## src/logic/asp_pkg.sv

```systemverilog
// Purpose: shared constants for the angle sample preprocessing chain
// Assumes: 16-bit internal angle words, 200 MHz clock
// Notes:   register offsets, sample and angle word widths and power-on timing counts live here
package asp_pkg;
    localparam int               ANGLE_W       = 16;
    localparam int               SAMPLE_W      = 16;
    localparam int               RATE_W        = 3;
    localparam int               ACC_W         = 24;
    localparam int               DECIM_LOG     = 2;
    localparam int               TAPS          = 4;
    localparam int               COEF_W        = 16;
    localparam int               TEMP_W        = 12;
    localparam int               CLK_MHZ       = 200;
    localparam int               BASE_PERIOD_US = 32;
    localparam int               BASE_PERIOD_CYC = BASE_PERIOD_US * CLK_MHZ;
    localparam int               POR_BIST_US   = 100;
    localparam int               POR_BIST_CYC  = POR_BIST_US * CLK_MHZ;
    localparam int               POR_SIG_MS    = 36;
    localparam int               POR_SIG_CYC   = POR_SIG_MS * 1000 * CLK_MHZ;
    localparam logic [3:0]       REG_IIR_C0    = 4'h0;
    localparam logic [3:0]       REG_IIR_C1    = 4'h1;
    localparam logic [3:0]       REG_IIR_C2    = 4'h2;
    localparam logic [3:0]       REG_CTRL      = 4'h3;
    localparam logic [3:0]       REG_TEMP      = 4'h4;
    localparam logic [3:0]       REG_STATUS    = 4'h5;
    localparam logic [3:0]       REG_ANGLE     = 4'h6;
    localparam int               CTRL_RATE_LSB = 0;
    localparam int               CTRL_IIR_BIT  = 3;
    localparam int               CTRL_ROT_BIT  = 4;
    localparam int               CTRL_TC_BIT   = 5;
    localparam int               CTRL_STA_BIT  = 6;
    localparam int               CTRL_STB_BIT  = 7;
    localparam logic [15:0]      CTRL_RESET    = 16'h0000;
    localparam logic [15:0]      COEF_RESET    = 16'h0000;
    localparam logic [15:0]      TC_SLOPE      = 16'h0010;
    localparam logic [11:0]      TC_REF_TEMP   = 12'h800;
    localparam logic [15:0]      ST_BIT_POR    = 16'h0001;
endpackage

```

## src/logic/asp_fir.sv

```systemverilog
// Purpose: decimating band-pass conditioner for raw front-end samples
// Assumes: in_valid one cycle per sample
// Notes:   difference of two box sums gives a crude band-pass
`timescale 1ns/1ps
module asp_fir
(
    // clock
    input  wire logic                        clk,
    input  wire logic                        rst_n,
    input  wire logic                        ce,
    // samples in
    input  wire logic                        in_valid,
    input  wire logic [asp_pkg::SAMPLE_W-1:0] in_data,
    // conditioned out
    output logic                             out_valid,
    output logic [asp_pkg::SAMPLE_W-1:0]     out_data
);
    import asp_pkg::*;
    typedef struct packed {
        logic [DECIM_LOG-1:0]    phase;
        logic [SAMPLE_W+1:0]     sum;
        logic [SAMPLE_W-1:0]     prev;
        logic                    ov;
        logic [SAMPLE_W-1:0]     od;
    } asp_fir_t;
    asp_fir_t s, next_s;
    logic [SAMPLE_W+1:0] acc;

    always_comb
    begin
        next_s = s;
        next_s.ov = 1'b0;
        acc = s.sum + {2'h0, in_data};
        if (in_valid)
        begin
            next_s.phase = s.phase + 1'b1;
            next_s.sum = acc;
            if (s.phase == '1)
            begin
                // high-pass by first difference of the decimated average
                next_s.ov = 1'b1;
                next_s.od = acc[SAMPLE_W+1:2] - s.prev + 16'h8000;
                next_s.prev = acc[SAMPLE_W+1:2];
                next_s.sum = '0;
            end
        end
    end

    always_ff @(posedge clk or negedge rst_n)
    begin
        if (!rst_n)
            s <= '0;
        else if (ce)
            s <= next_s;
    end
    assign out_valid = s.ov;
    assign out_data = s.od;

    decim_rate_a : assert property (@(posedge clk) disable iff (!rst_n)
        ce && in_valid && s.phase == '1 |=> out_valid) else $error("no decimated output");
endmodule

```

## src/logic/asp_buf2.sv

```systemverilog
// Purpose: two-entry skid buffer with valid/ready both sides
// Assumes: single clock
// Notes:   full throughput, no combinational ready path from out side
`timescale 1ns/1ps
module asp_buf2
(
    // clock
    input  wire logic                       clk,
    input  wire logic                       rst_n,
    input  wire logic                       ce,
    // fill side
    input  wire logic                       in_valid,
    output logic                            in_ready,
    input  wire logic [asp_pkg::ANGLE_W-1:0] in_data,
    // drain side
    output logic                            out_valid,
    input  wire logic                       out_ready,
    output logic [asp_pkg::ANGLE_W-1:0]     out_data
);
    import asp_pkg::*;
    typedef struct packed {
        logic [1:0]              cnt;
        logic [ANGLE_W-1:0]      d0;
        logic [ANGLE_W-1:0]      d1;
    } asp_buf_t;
    asp_buf_t s, next_s;
    logic push, pop;

    always_comb
    begin
        next_s = s;
        push = in_valid && (s.cnt != 2'h2) && ce;
        pop = out_ready && (s.cnt != 2'h0) && ce;
        if (pop)
        begin
            next_s.d0 = s.d1;
        end
        if (push)
        begin
            if ((s.cnt == 2'h0) || (s.cnt == 2'h1 && pop))
                next_s.d0 = in_data;
            else
                next_s.d1 = in_data;
        end
        next_s.cnt = s.cnt + {1'b0, push} - {1'b0, pop};
    end

    always_ff @(posedge clk or negedge rst_n)
    begin
        if (!rst_n)
            s <= '0;
        else if (ce)
            s <= next_s;
    end
    assign in_ready = (s.cnt != 2'h2);
    assign out_valid = (s.cnt != 2'h0);
    assign out_data = s.d0;

    buf_bound_a : assert property (@(posedge clk) disable iff (!rst_n)
        s.cnt <= 2'h2) else $error("buffer count overflow");
endmodule

```

## src/logic/asp_chain.sv

```systemverilog
// Purpose: front end conditioning, raw angle, averaging, IIR, temp comp, rotation
// Assumes: ADC samples synchronous to CLK; register port one word per address
// Notes:   raw angle is the conditioned sample word itself (phase-coded front end)
`timescale 1ns/1ps
// Behaviour
// - average 2^n samples, n the 3-bit rate field, period 32 us times 2^n
// - accumulate raw angles and emit one averaged result per refresh period
// - decimate and band-pass filter samples before angle computation
// - one raw angle per conditioned sample
// - IIR applied only when its enable bit is set, else bypassed
// - IIR coefficients come from writable storage
// - correct linear temperature drift with factory coefficients
// - rotation bit picks increasing direction, applied after temperature compensation
// - each optional stage individually enabled; disabled stages are skipped
// - power-on runs POR_SIG only when selected by configuration; POR_BIST always ends after one cycle, as ctrl resets to zero
module asp_chain
#(
    parameter int BIST_CYC = asp_pkg::POR_BIST_CYC,
    parameter int SIG_CYC  = asp_pkg::POR_SIG_CYC
)
(
    // clock and reset
    input  wire logic                         CLK,
    input  wire logic                         RST_N,
    input  wire logic                         CE,
    // adc stream
    input  wire logic                         ADC_VALID,
    input  wire logic [asp_pkg::SAMPLE_W-1:0] ADC_DATA,
    input  wire logic [asp_pkg::TEMP_W-1:0]   TEMP_CODE,
    // register port
    input  wire logic [3:0]                   REG_ADDR,
    input  wire logic [15:0]                  REG_WDATA,
    input  wire logic                         REG_WR,
    input  wire logic                         REG_RD,
    output logic [15:0]                       REG_RDATA,
    // downstream
    output logic                              ANGLE_VALID,
    input  wire logic                         ANGLE_READY,
    output logic [asp_pkg::ANGLE_W-1:0]       ANGLE_DATA,
    output logic                              POR_BUSY
);
    import asp_pkg::*;

    typedef enum logic [2:0]
    {
        POR_BIST = 3'b001,
        POR_SIG  = 3'b010,
        POR_RUN  = 3'b100
    } asp_por_t;

    typedef struct packed {
        asp_por_t                por;
        logic [23:0]             por_cnt;
        logic [15:0]             ctrl;
        logic [COEF_W-1:0]       c0;
        logic [COEF_W-1:0]       c1;
        logic [COEF_W-1:0]       c2;
        logic [15:0]             rdata;
        logic [ACC_W-1:0]        acc;
        logic [7:0]              nacc;
        logic                    avg_v;
        logic [ANGLE_W-1:0]      avg;
        logic [ANGLE_W-1:0]      y1;
        logic [ANGLE_W-1:0]      y2;
        logic                    iir_v;
        logic [ANGLE_W-1:0]      iir;
        logic                    out_v;
        logic [ANGLE_W-1:0]      out;
        logic [ANGLE_W-1:0]      last;
        logic                    ov_q;
        logic [ANGLE_W-1:0]      od_q;
        logic                    busy;
    } asp_st_t;

    asp_st_t s, next_s;
    logic                   raw_v;
    logic [SAMPLE_W-1:0]    raw_d;
    logic                   buf_ready;
    logic                   buf_v;
    logic [ANGLE_W-1:0]     buf_d;
    logic [2:0]             rate;
    logic [7:0]             need;
    logic [ACC_W-1:0]       sum;
    logic signed [33:0]     fb;
    logic signed [27:0]     tc;
    logic [ANGLE_W-1:0]     comp;
    logic [ANGLE_W-1:0]     sel;
    logic                   pop;

    asp_fir u_fir
    (
        .clk       (CLK),
        .rst_n     (RST_N),
        .ce        (CE),
        .in_valid  (ADC_VALID && s.por == POR_RUN),
        .in_data   (ADC_DATA),
        .out_valid (raw_v),
        .out_data  (raw_d)
    );

    asp_buf2 u_buf
    (
        .clk       (CLK),
        .rst_n     (RST_N),
        .ce        (CE),
        .in_valid  (s.out_v),
        .in_ready  (buf_ready),
        .in_data   (s.out),
        .out_valid (buf_v),
        .out_ready (pop),
        .out_data  (buf_d)
    );

    assign rate = s.ctrl[CTRL_RATE_LSB +: RATE_W];
    assign need = 8'(1 << rate);
    // output regs are loaded when empty or being taken
    assign pop = buf_v && (!s.ov_q || ANGLE_READY);

    always_comb
    begin
        next_s = s;
        sum = '0;
        fb = '0;
        tc = '0;
        comp = '0;
        sel = '0;
        next_s.avg_v = 1'b0;
        next_s.iir_v = 1'b0;
        next_s.rdata = 16'h0000;
        // power-on self-test sequence
        unique case (s.por)
            POR_BIST:
            begin
                next_s.por_cnt = s.por_cnt + 24'h1;
                if (!s.ctrl[CTRL_STB_BIT] || s.por_cnt >= 24'(BIST_CYC - 1))
                begin
                    next_s.por = POR_SIG;
                    next_s.por_cnt = '0;
                end
            end
            POR_SIG:
            begin
                next_s.por_cnt = s.por_cnt + 24'h1;
                if (!s.ctrl[CTRL_STA_BIT] || s.por_cnt >= 24'(SIG_CYC - 1))
                begin
                    next_s.por = POR_RUN;
                    next_s.por_cnt = '0;
                end
            end
            POR_RUN:
            begin
                next_s.por_cnt = s.por_cnt;
            end
            default:
            begin
                next_s.por = POR_BIST;
            end
        endcase
        next_s.busy = (next_s.por != POR_RUN);
        // averaging: each conditioned sample is one raw angle
        sum = s.acc + {8'h00, raw_d};
        if (raw_v)
        begin
            next_s.acc = sum;
            next_s.nacc = s.nacc + 8'h1;
            if (s.nacc + 8'h1 >= need)
            begin
                next_s.avg_v = 1'b1;
                next_s.avg = 16'(sum >> rate);
                next_s.acc = '0;
                next_s.nacc = '0;
            end
        end
        // second-order recursion; bypass still takes one register cycle when disabled
        if (s.avg_v)
        begin
            fb = $signed({18'h0, s.avg}) * $signed({1'b0, s.c0})
               + $signed({18'h0, s.y1}) * $signed({1'b0, s.c1})
               - $signed({18'h0, s.y2}) * $signed({1'b0, s.c2});
            if (s.ctrl[CTRL_IIR_BIT])
            begin
                next_s.iir = 16'(fb >>> 14);
                next_s.y2 = s.y1;
                next_s.y1 = 16'(fb >>> 14);
            end
            else
            begin
                next_s.iir = s.avg;
            end
            next_s.iir_v = 1'b1;
        end
        // temperature compensation and rotation in one stage
        tc = ($signed({16'h0, TEMP_CODE}) - $signed({16'h0, TC_REF_TEMP}))
           * $signed({12'h0, TC_SLOPE});
        comp = s.ctrl[CTRL_TC_BIT] ? s.iir - 16'(tc >>> 8) : s.iir;
        sel = s.ctrl[CTRL_ROT_BIT] ? 16'h0000 - comp : comp;
        if (s.out_v && buf_ready)
            next_s.out_v = 1'b0;
        if (s.iir_v && (!s.out_v || buf_ready))
        begin
            next_s.out_v = 1'b1;
            next_s.out = sel;
        end
        // downstream output stage
        if (pop)
        begin
            next_s.ov_q = 1'b1;
            next_s.od_q = buf_d;
            next_s.last = buf_d;
        end
        else if (ANGLE_READY)
            next_s.ov_q = 1'b0;
        // registers
        if (REG_WR)
        begin
            unique case (REG_ADDR)
                REG_IIR_C0: next_s.c0 = REG_WDATA;
                REG_IIR_C1: next_s.c1 = REG_WDATA;
                REG_IIR_C2: next_s.c2 = REG_WDATA;
                REG_CTRL:   next_s.ctrl = REG_WDATA;
                default:    next_s.ctrl = s.ctrl;
            endcase
        end
        if (REG_RD)
        begin
            unique case (REG_ADDR)
                REG_IIR_C0: next_s.rdata = s.c0;
                REG_IIR_C1: next_s.rdata = s.c1;
                REG_IIR_C2: next_s.rdata = s.c2;
                REG_CTRL:   next_s.rdata = s.ctrl;
                REG_TEMP:   next_s.rdata = {4'h0, TEMP_CODE};
                REG_STATUS: next_s.rdata = s.busy ? ST_BIT_POR : 16'h0000;
                REG_ANGLE:  next_s.rdata = s.last;
                default:    next_s.rdata = 16'h0000;
            endcase
        end
    end

    always_ff @(posedge CLK or negedge RST_N)
    begin
        if (!RST_N)
        begin
            s <= '0;
            s.por <= POR_BIST;
            s.busy <= 1'b1;
            s.ctrl <= CTRL_RESET;
            s.c0 <= COEF_RESET;
            s.c1 <= COEF_RESET;
            s.c2 <= COEF_RESET;
        end
        else if (CE)
            s <= next_s;
    end

    assign REG_RDATA = s.rdata;
    assign ANGLE_VALID = s.ov_q;
    assign ANGLE_DATA = s.od_q;
    assign POR_BUSY = s.busy;

    avg_count_a : assert property (@(posedge CLK) disable iff (!RST_N)
        s.nacc < need || rate != s.ctrl[2:0]) else $error("average overran count");
    avg_emit_a : assert property (@(posedge CLK) disable iff (!RST_N)
        CE && raw_v && s.nacc + 8'h1 >= need |=> s.avg_v && s.acc == '0)
        else $error("average not emitted");
    avg_value_a : assert property (@(posedge CLK) disable iff (!RST_N)
        CE && raw_v && rate == 3'h0 && s.nacc == 8'h0 |=> s.avg == $past(raw_d))
        else $error("single sample average wrong");
    iir_bypass_a : assert property (@(posedge CLK) disable iff (!RST_N)
        CE && s.avg_v && !s.ctrl[CTRL_IIR_BIT] |=> s.iir == $past(s.avg))
        else $error("iir not bypassed");
    iir_state_a : assert property (@(posedge CLK) disable iff (!RST_N)
        CE && s.avg_v && !s.ctrl[CTRL_IIR_BIT] |=> $stable(s.y1))
        else $error("iir state moved while off");
    coef_write_a : assert property (@(posedge CLK) disable iff (!RST_N)
        CE && REG_WR && REG_ADDR == REG_IIR_C0 |=> s.c0 == $past(REG_WDATA))
        else $error("coefficient not stored");
    rot_apply_a : assert property (@(posedge CLK) disable iff (!RST_N)
        CE && s.iir_v && !s.out_v && s.ctrl[CTRL_ROT_BIT] && !s.ctrl[CTRL_TC_BIT]
        |=> s.out == 16'h0000 - $past(s.iir)) else $error("rotation not applied");
    tc_off_a : assert property (@(posedge CLK) disable iff (!RST_N)
        CE && s.iir_v && !s.out_v && !s.ctrl[CTRL_ROT_BIT] && !s.ctrl[CTRL_TC_BIT]
        |=> s.out == $past(s.iir)) else $error("compensation not skipped");
    por_skip_a : assert property (@(posedge CLK) disable iff (!RST_N)
        CE && s.por == POR_SIG && !s.ctrl[CTRL_STA_BIT] |=> s.por == POR_RUN)
        else $error("unselected test ran");
endmodule

```

## config.mk

```make
export PLATFORM = sky130hd
export DESIGN_NAME = asp_chain
export DESIGN_NICKNAME = d
export VERILOG_FILES = /design/src/logic/asp_pkg.sv /design/src/logic/asp_fir.sv /design/src/logic/asp_buf2.sv /design/src/logic/asp_chain.sv
export SDC_FILE = /design/constraint.sdc
export NUM_CORES = 2
export LEC_CHECK = 0
export BUFFER_PORTS_ARGS = -buffer_cell sky130_fd_sc_hd__buf_2
export CORE_UTILIZATION = 29
export CTS_BUF_LIST = sky130_fd_sc_hd__clkbuf_4
export CTS_CLUSTER_SIZE = 14
export DETAILED_ROUTE_END_ITERATION = 10
export PLACE_DENSITY = 0.5
export SYNTH_ARGS = -nofsm -noshare
export SYNTH_HDL_FRONTEND = slang
export SYNTH_HIERARCHICAL = 1
export SYNTH_SLANG_ARGS = --single-unit
```

## constraint.sdc

```tcl
create_clock -name CLK -period 8 [get_ports CLK]
set_input_delay 0.4 -clock CLK [delete_from_list [all_inputs] [get_ports CLK]]
set_output_delay 0.4 -clock CLK [all_outputs]
set_load 0.005 [all_outputs]
```

==> impl_summary.md <==
STA
Setup violations remaining at the end of the flow were counted as 0. The tightest hold path in the finished design has a slack of about 0.12 ns. The tightest slew margin relative to the limit is 0.185. For this run, the top clock speed supported by timing is 127 MHz. Setup repair after global routing could not meet its margin everywhere. The transition at the pin with the smallest max-transition slack is 1.22 ns. The final period utilization is 0.987.

For the finished layout, the period the worst path requires is between 7 and 8 ns. The number of max-slew violations in the final report was 0. The final count of hold timing violations is 0. On the final layout, the worst clock skew is 0.0932 ns.

Finish
The layout overhead on the synthesized area is 12.1%. The net count reported at finish is 6033. Once layout is complete, the utilization of the core stands at 0.329. The finished cells cover 0.0502 mm2. The fraction of layout instances using a drive strength above 1 is 0.133.

Synth
The cell count after synthesis is between 4000 and 5000. The number of distinct library cells after synthesis is 101. The count of flip-flops with a built-in enable after synthesis is 0.

After synthesis, the mean cell area works out to around 9.4 um2. During synthesis, Yosys emitted a total of 6 warnings. In the synthesized netlist the dominant register cell turns out to be dfrtp_1. Counting every net in the synthesized netlist gives 5855. The summed instance area of the synthesized netlist is 0.0448 mm2. The synthesis-stage register bit count is 326.

The share of the yosys chip area belonging to registers is 0.182. Of all flip-flops after synthesis, the portion carrying an async set or reset was 1.00.

Setup path
At the worst endpoint, the arrival time is ~8.8 ns. The critical path endpoint category is a flop. The most frequent cell on the critical path is fa_1. The longest individual stage delay on the worst path is between 0.5 and 0.6 ns.

STA classifies the critical path startpoint as a flop. The type of the setup path with the least slack is flop to flop. The maximum net fanout on the critical path is 4. For the worst setup path, the data required time is 8.89 ns. The master of the slowest instance on the critical path is fa_1.

Die
The floorplan step set the die width to 395 um. The initial utilization of the core area, before any placement, comes to 0.294. The die covers 0.156 mm2. The number of placed I/O pins is 89. The row count is 143. The height of the die is 395 um. The placeable core area is 0.153 mm2.

Worst hold path
The type of the worst min-delay path is primary input to flop.

Placed design
The placer congestion estimate is 0.892. The standard cell area after detailed placement is 0.0482 mm2. The number of port buffers is 88. Summed over all nets, the half-perimeter wirelength after detailed placement is 110000 um.

Clocking
Clock tree synthesis selected as its root buffer the cell clkbuf_4. The clock passes through at most 3 buffers. The insertion delay to the later sink of the worst-skew pair is 1.03 ns.

The clock-pin slew on the worst setup and hold paths is around 0.070 ns. The CTS buffer count is 99. CTS built an H-tree with a depth of 3. The clock tree from TritonCTS is yes. The TritonCTS sink count is 326.

Global route
The first global-routing pass estimated 211000 um of wire. The layer flagged by global routing as most heavily used is met2. The number of global-route vias before repair was 35472. The global-route total usage across every layer is 0.175. The remaining global-route overflow is 0.

In the global route stage, met3 resource usage came out at 0.0243. The global routing usage on met2 is 0.277. The initial antenna violation count is 11. Entering global routing, the biggest net connects 165 pins. The global-route track usage on met1 is 0.247.

Detailed routing
Dividing the detail-routed wire length by the instance count gives about 19 um. Using the TritonRoute via totals, the vias-per-cell ratio works out to 4.70. The detailed router finished its first iteration with 1926 violations. The routed design has 133000 um of wire.

The first detailed-routing pass took 7 iterations. The residual DRC count is 0. The number of nets with antenna violations after detailed routing is 0. The routed layout has 33159 vias.

Flow run
Across the run, the number of max-cap violations was 0.

Outcome
The run finished with clean final reports.
==> critical path: cells and delay by family, from the launching register on <==
family / cells / cell delay (ns)
adder cells (fa/ha/maj): 10 / 4.91
XOR/XNOR: 1 / 0.19
AND/OR/NAND/NOR: 4 / 0.51
flip-flops: 1 / 0.41
buffers and inverters: 8 / 0.55
AO/OA/AOI/OAI: 5 / 1.20
==> synth_stat cells (9+ instances only) <==
cell type,number,area (um2)
mux2i_1,20,200
o21a_1,16,120
o31ai_1,30,225
nor3_1,21,105
ha_1,340,4250
a31oi_1,16,100
a21oi_1,127,636
nand2_1,571,2140
o221ai_1,10,87.6
mux2_2,122,1370
nand3_1,38,190
a211oi_1,24,180
fa_1,699,14000
o22a_1,12,105
dfrtp_1,324,8110
mux2_4,9,135
a221oi_1,15,131
o211ai_1,13,97.6
o2bb2ai_1,18,158
or3_1,9,56.3
a22o_1,29,254
mux2_1,26,293
o21bai_1,12,90.1
and3_1,34,213
o21ai_1,20,100
o21ai_0,149,746
nand2b_1,18,113
a21o_1,29,218
xor2_1,30,263
buf_1,9,33.8
nor2_1,88,330
buf_4,67,503
xnor2_1,79,692
nor2b_1,18,113
a221o_1,13,130
inv_1,939,3520
nand4_1,11,68.8
clkbuf_1,198,743
and2_1,409,2560
==> cell usage in the layout (no fill, tap or decap), types with 22 or more instances in the layout <==
cell type and instances:
o21ai_1 29, a21o_1 27, mux2_2 121, and2_1 406, o31ai_1 30, a211oi_1 22
mux2_1 26, and3_1 34, fa_1 698, buf_2 87, dlygate4sd3_1 49, nand2_1 571
nand3_1 37, ha_1 339, o21ai_0 135, xor2_1 28, dfrtp_1 323, inv_1 934
xnor2_1 72, a22o_1 29, a21oi_1 124, buf_4 208, clkbuf_4 133, nor2_1 88
clkinv_1 29
==> kinds of logic after synthesis <==
kind of cell	count (synthesis)	synth area share
simple gates	1262	0.140
buf+inv	1221	0.108
fa+ha+maj	1039	0.407
compound gates	621	0.0939
xor+xnor	110	0.0218
mux	182	0.0472
flops	326	0.182
==> registers in the layout, summed over array words and instances, names as in the netlist, 3 cells and up <==
register and cells:
u_buf/s 18, s 202, ANGLE_DATA 16, u_fir/out_data 16
REG_RDATA 16, u_fir/s 36, rate 3, u_buf/out_data 16
==> stage by stage <==
stage / cells / setup slack [ns] / setup TNS, ns
after floorplan: 4761 / 0.102 / 0
final: 7051 / 0.103 / 0
after global routing: 7051 / -0.191 / -2.73
after detailed placement: 6812 / -0.117 / -0.483
after CTS: 7040 / 0.00708 / 0
after global placement: 6812 / -0.114 / -0.301
==> cell type report <==
| type | instances | area [um2] |
|---|---|---|
| fill | 15933 | 102000 |
| clock buffer | 133 | 998 |
| timing repair buffer | 357 | 2720 |
| clock inverter | 45 | 201 |
| tap | 2030 | 2540 |
| sequential | 326 | 8160 |
| antenna | 5 | 12.5 |
| multi-input combinational | 3214 | 32100 |
| inverter | 941 | 3530 |
==> metal layers <==
layer,vias up,routed length (um)
li1,15317,-
met1,16882,62400
met2,778,60300
met3,178,7120
met4,4,3360
met5,-,23
==> final timing paths <==
kind	end	slack, ns	cells past startpoint	start
max	s[63]$_DFFE_PN0P_	0.10	28	s[185]$_DFFE_PN0P_
min	REG_RDATA[11]$_DFFE_PN0P_	0.12	4	TEMP_CODE[11]
max reg2reg	s[63]$_DFFE_PN0P_	0.10	28	s[185]$_DFFE_PN0P_
min reg2reg	u_buf/s[11]$_DFFE_PN0P_	0.48	1	u_buf/s[11]$_DFFE_PN0P_
max in group asynchronous	s[200]$_DFFE_PN0P_	6.32	4	RST_N
min in group asynchronous	REG_RDATA[6]$_DFFE_PN0P_	0.40	3	RST_N
==> what timing repair did <==
| action | 4_1_cts | 5_1_grt |
|---|---|---|
| endpoints found under the hold margin | 199 | 0 |
| setup buffers | 0 | 8 |
| gates cloned | 0 | 0 |
| gates resized for setup | 6 | 55 |
| endpoints found under the setup margin | 17 | 27 |
| pin swaps | 3 | 19 |
| hold buffers | 50 | 0 |
Power is left out: the tool's default activity adds up to more than one toggle a clock period on the data nets, which glitch-free logic cannot reach.
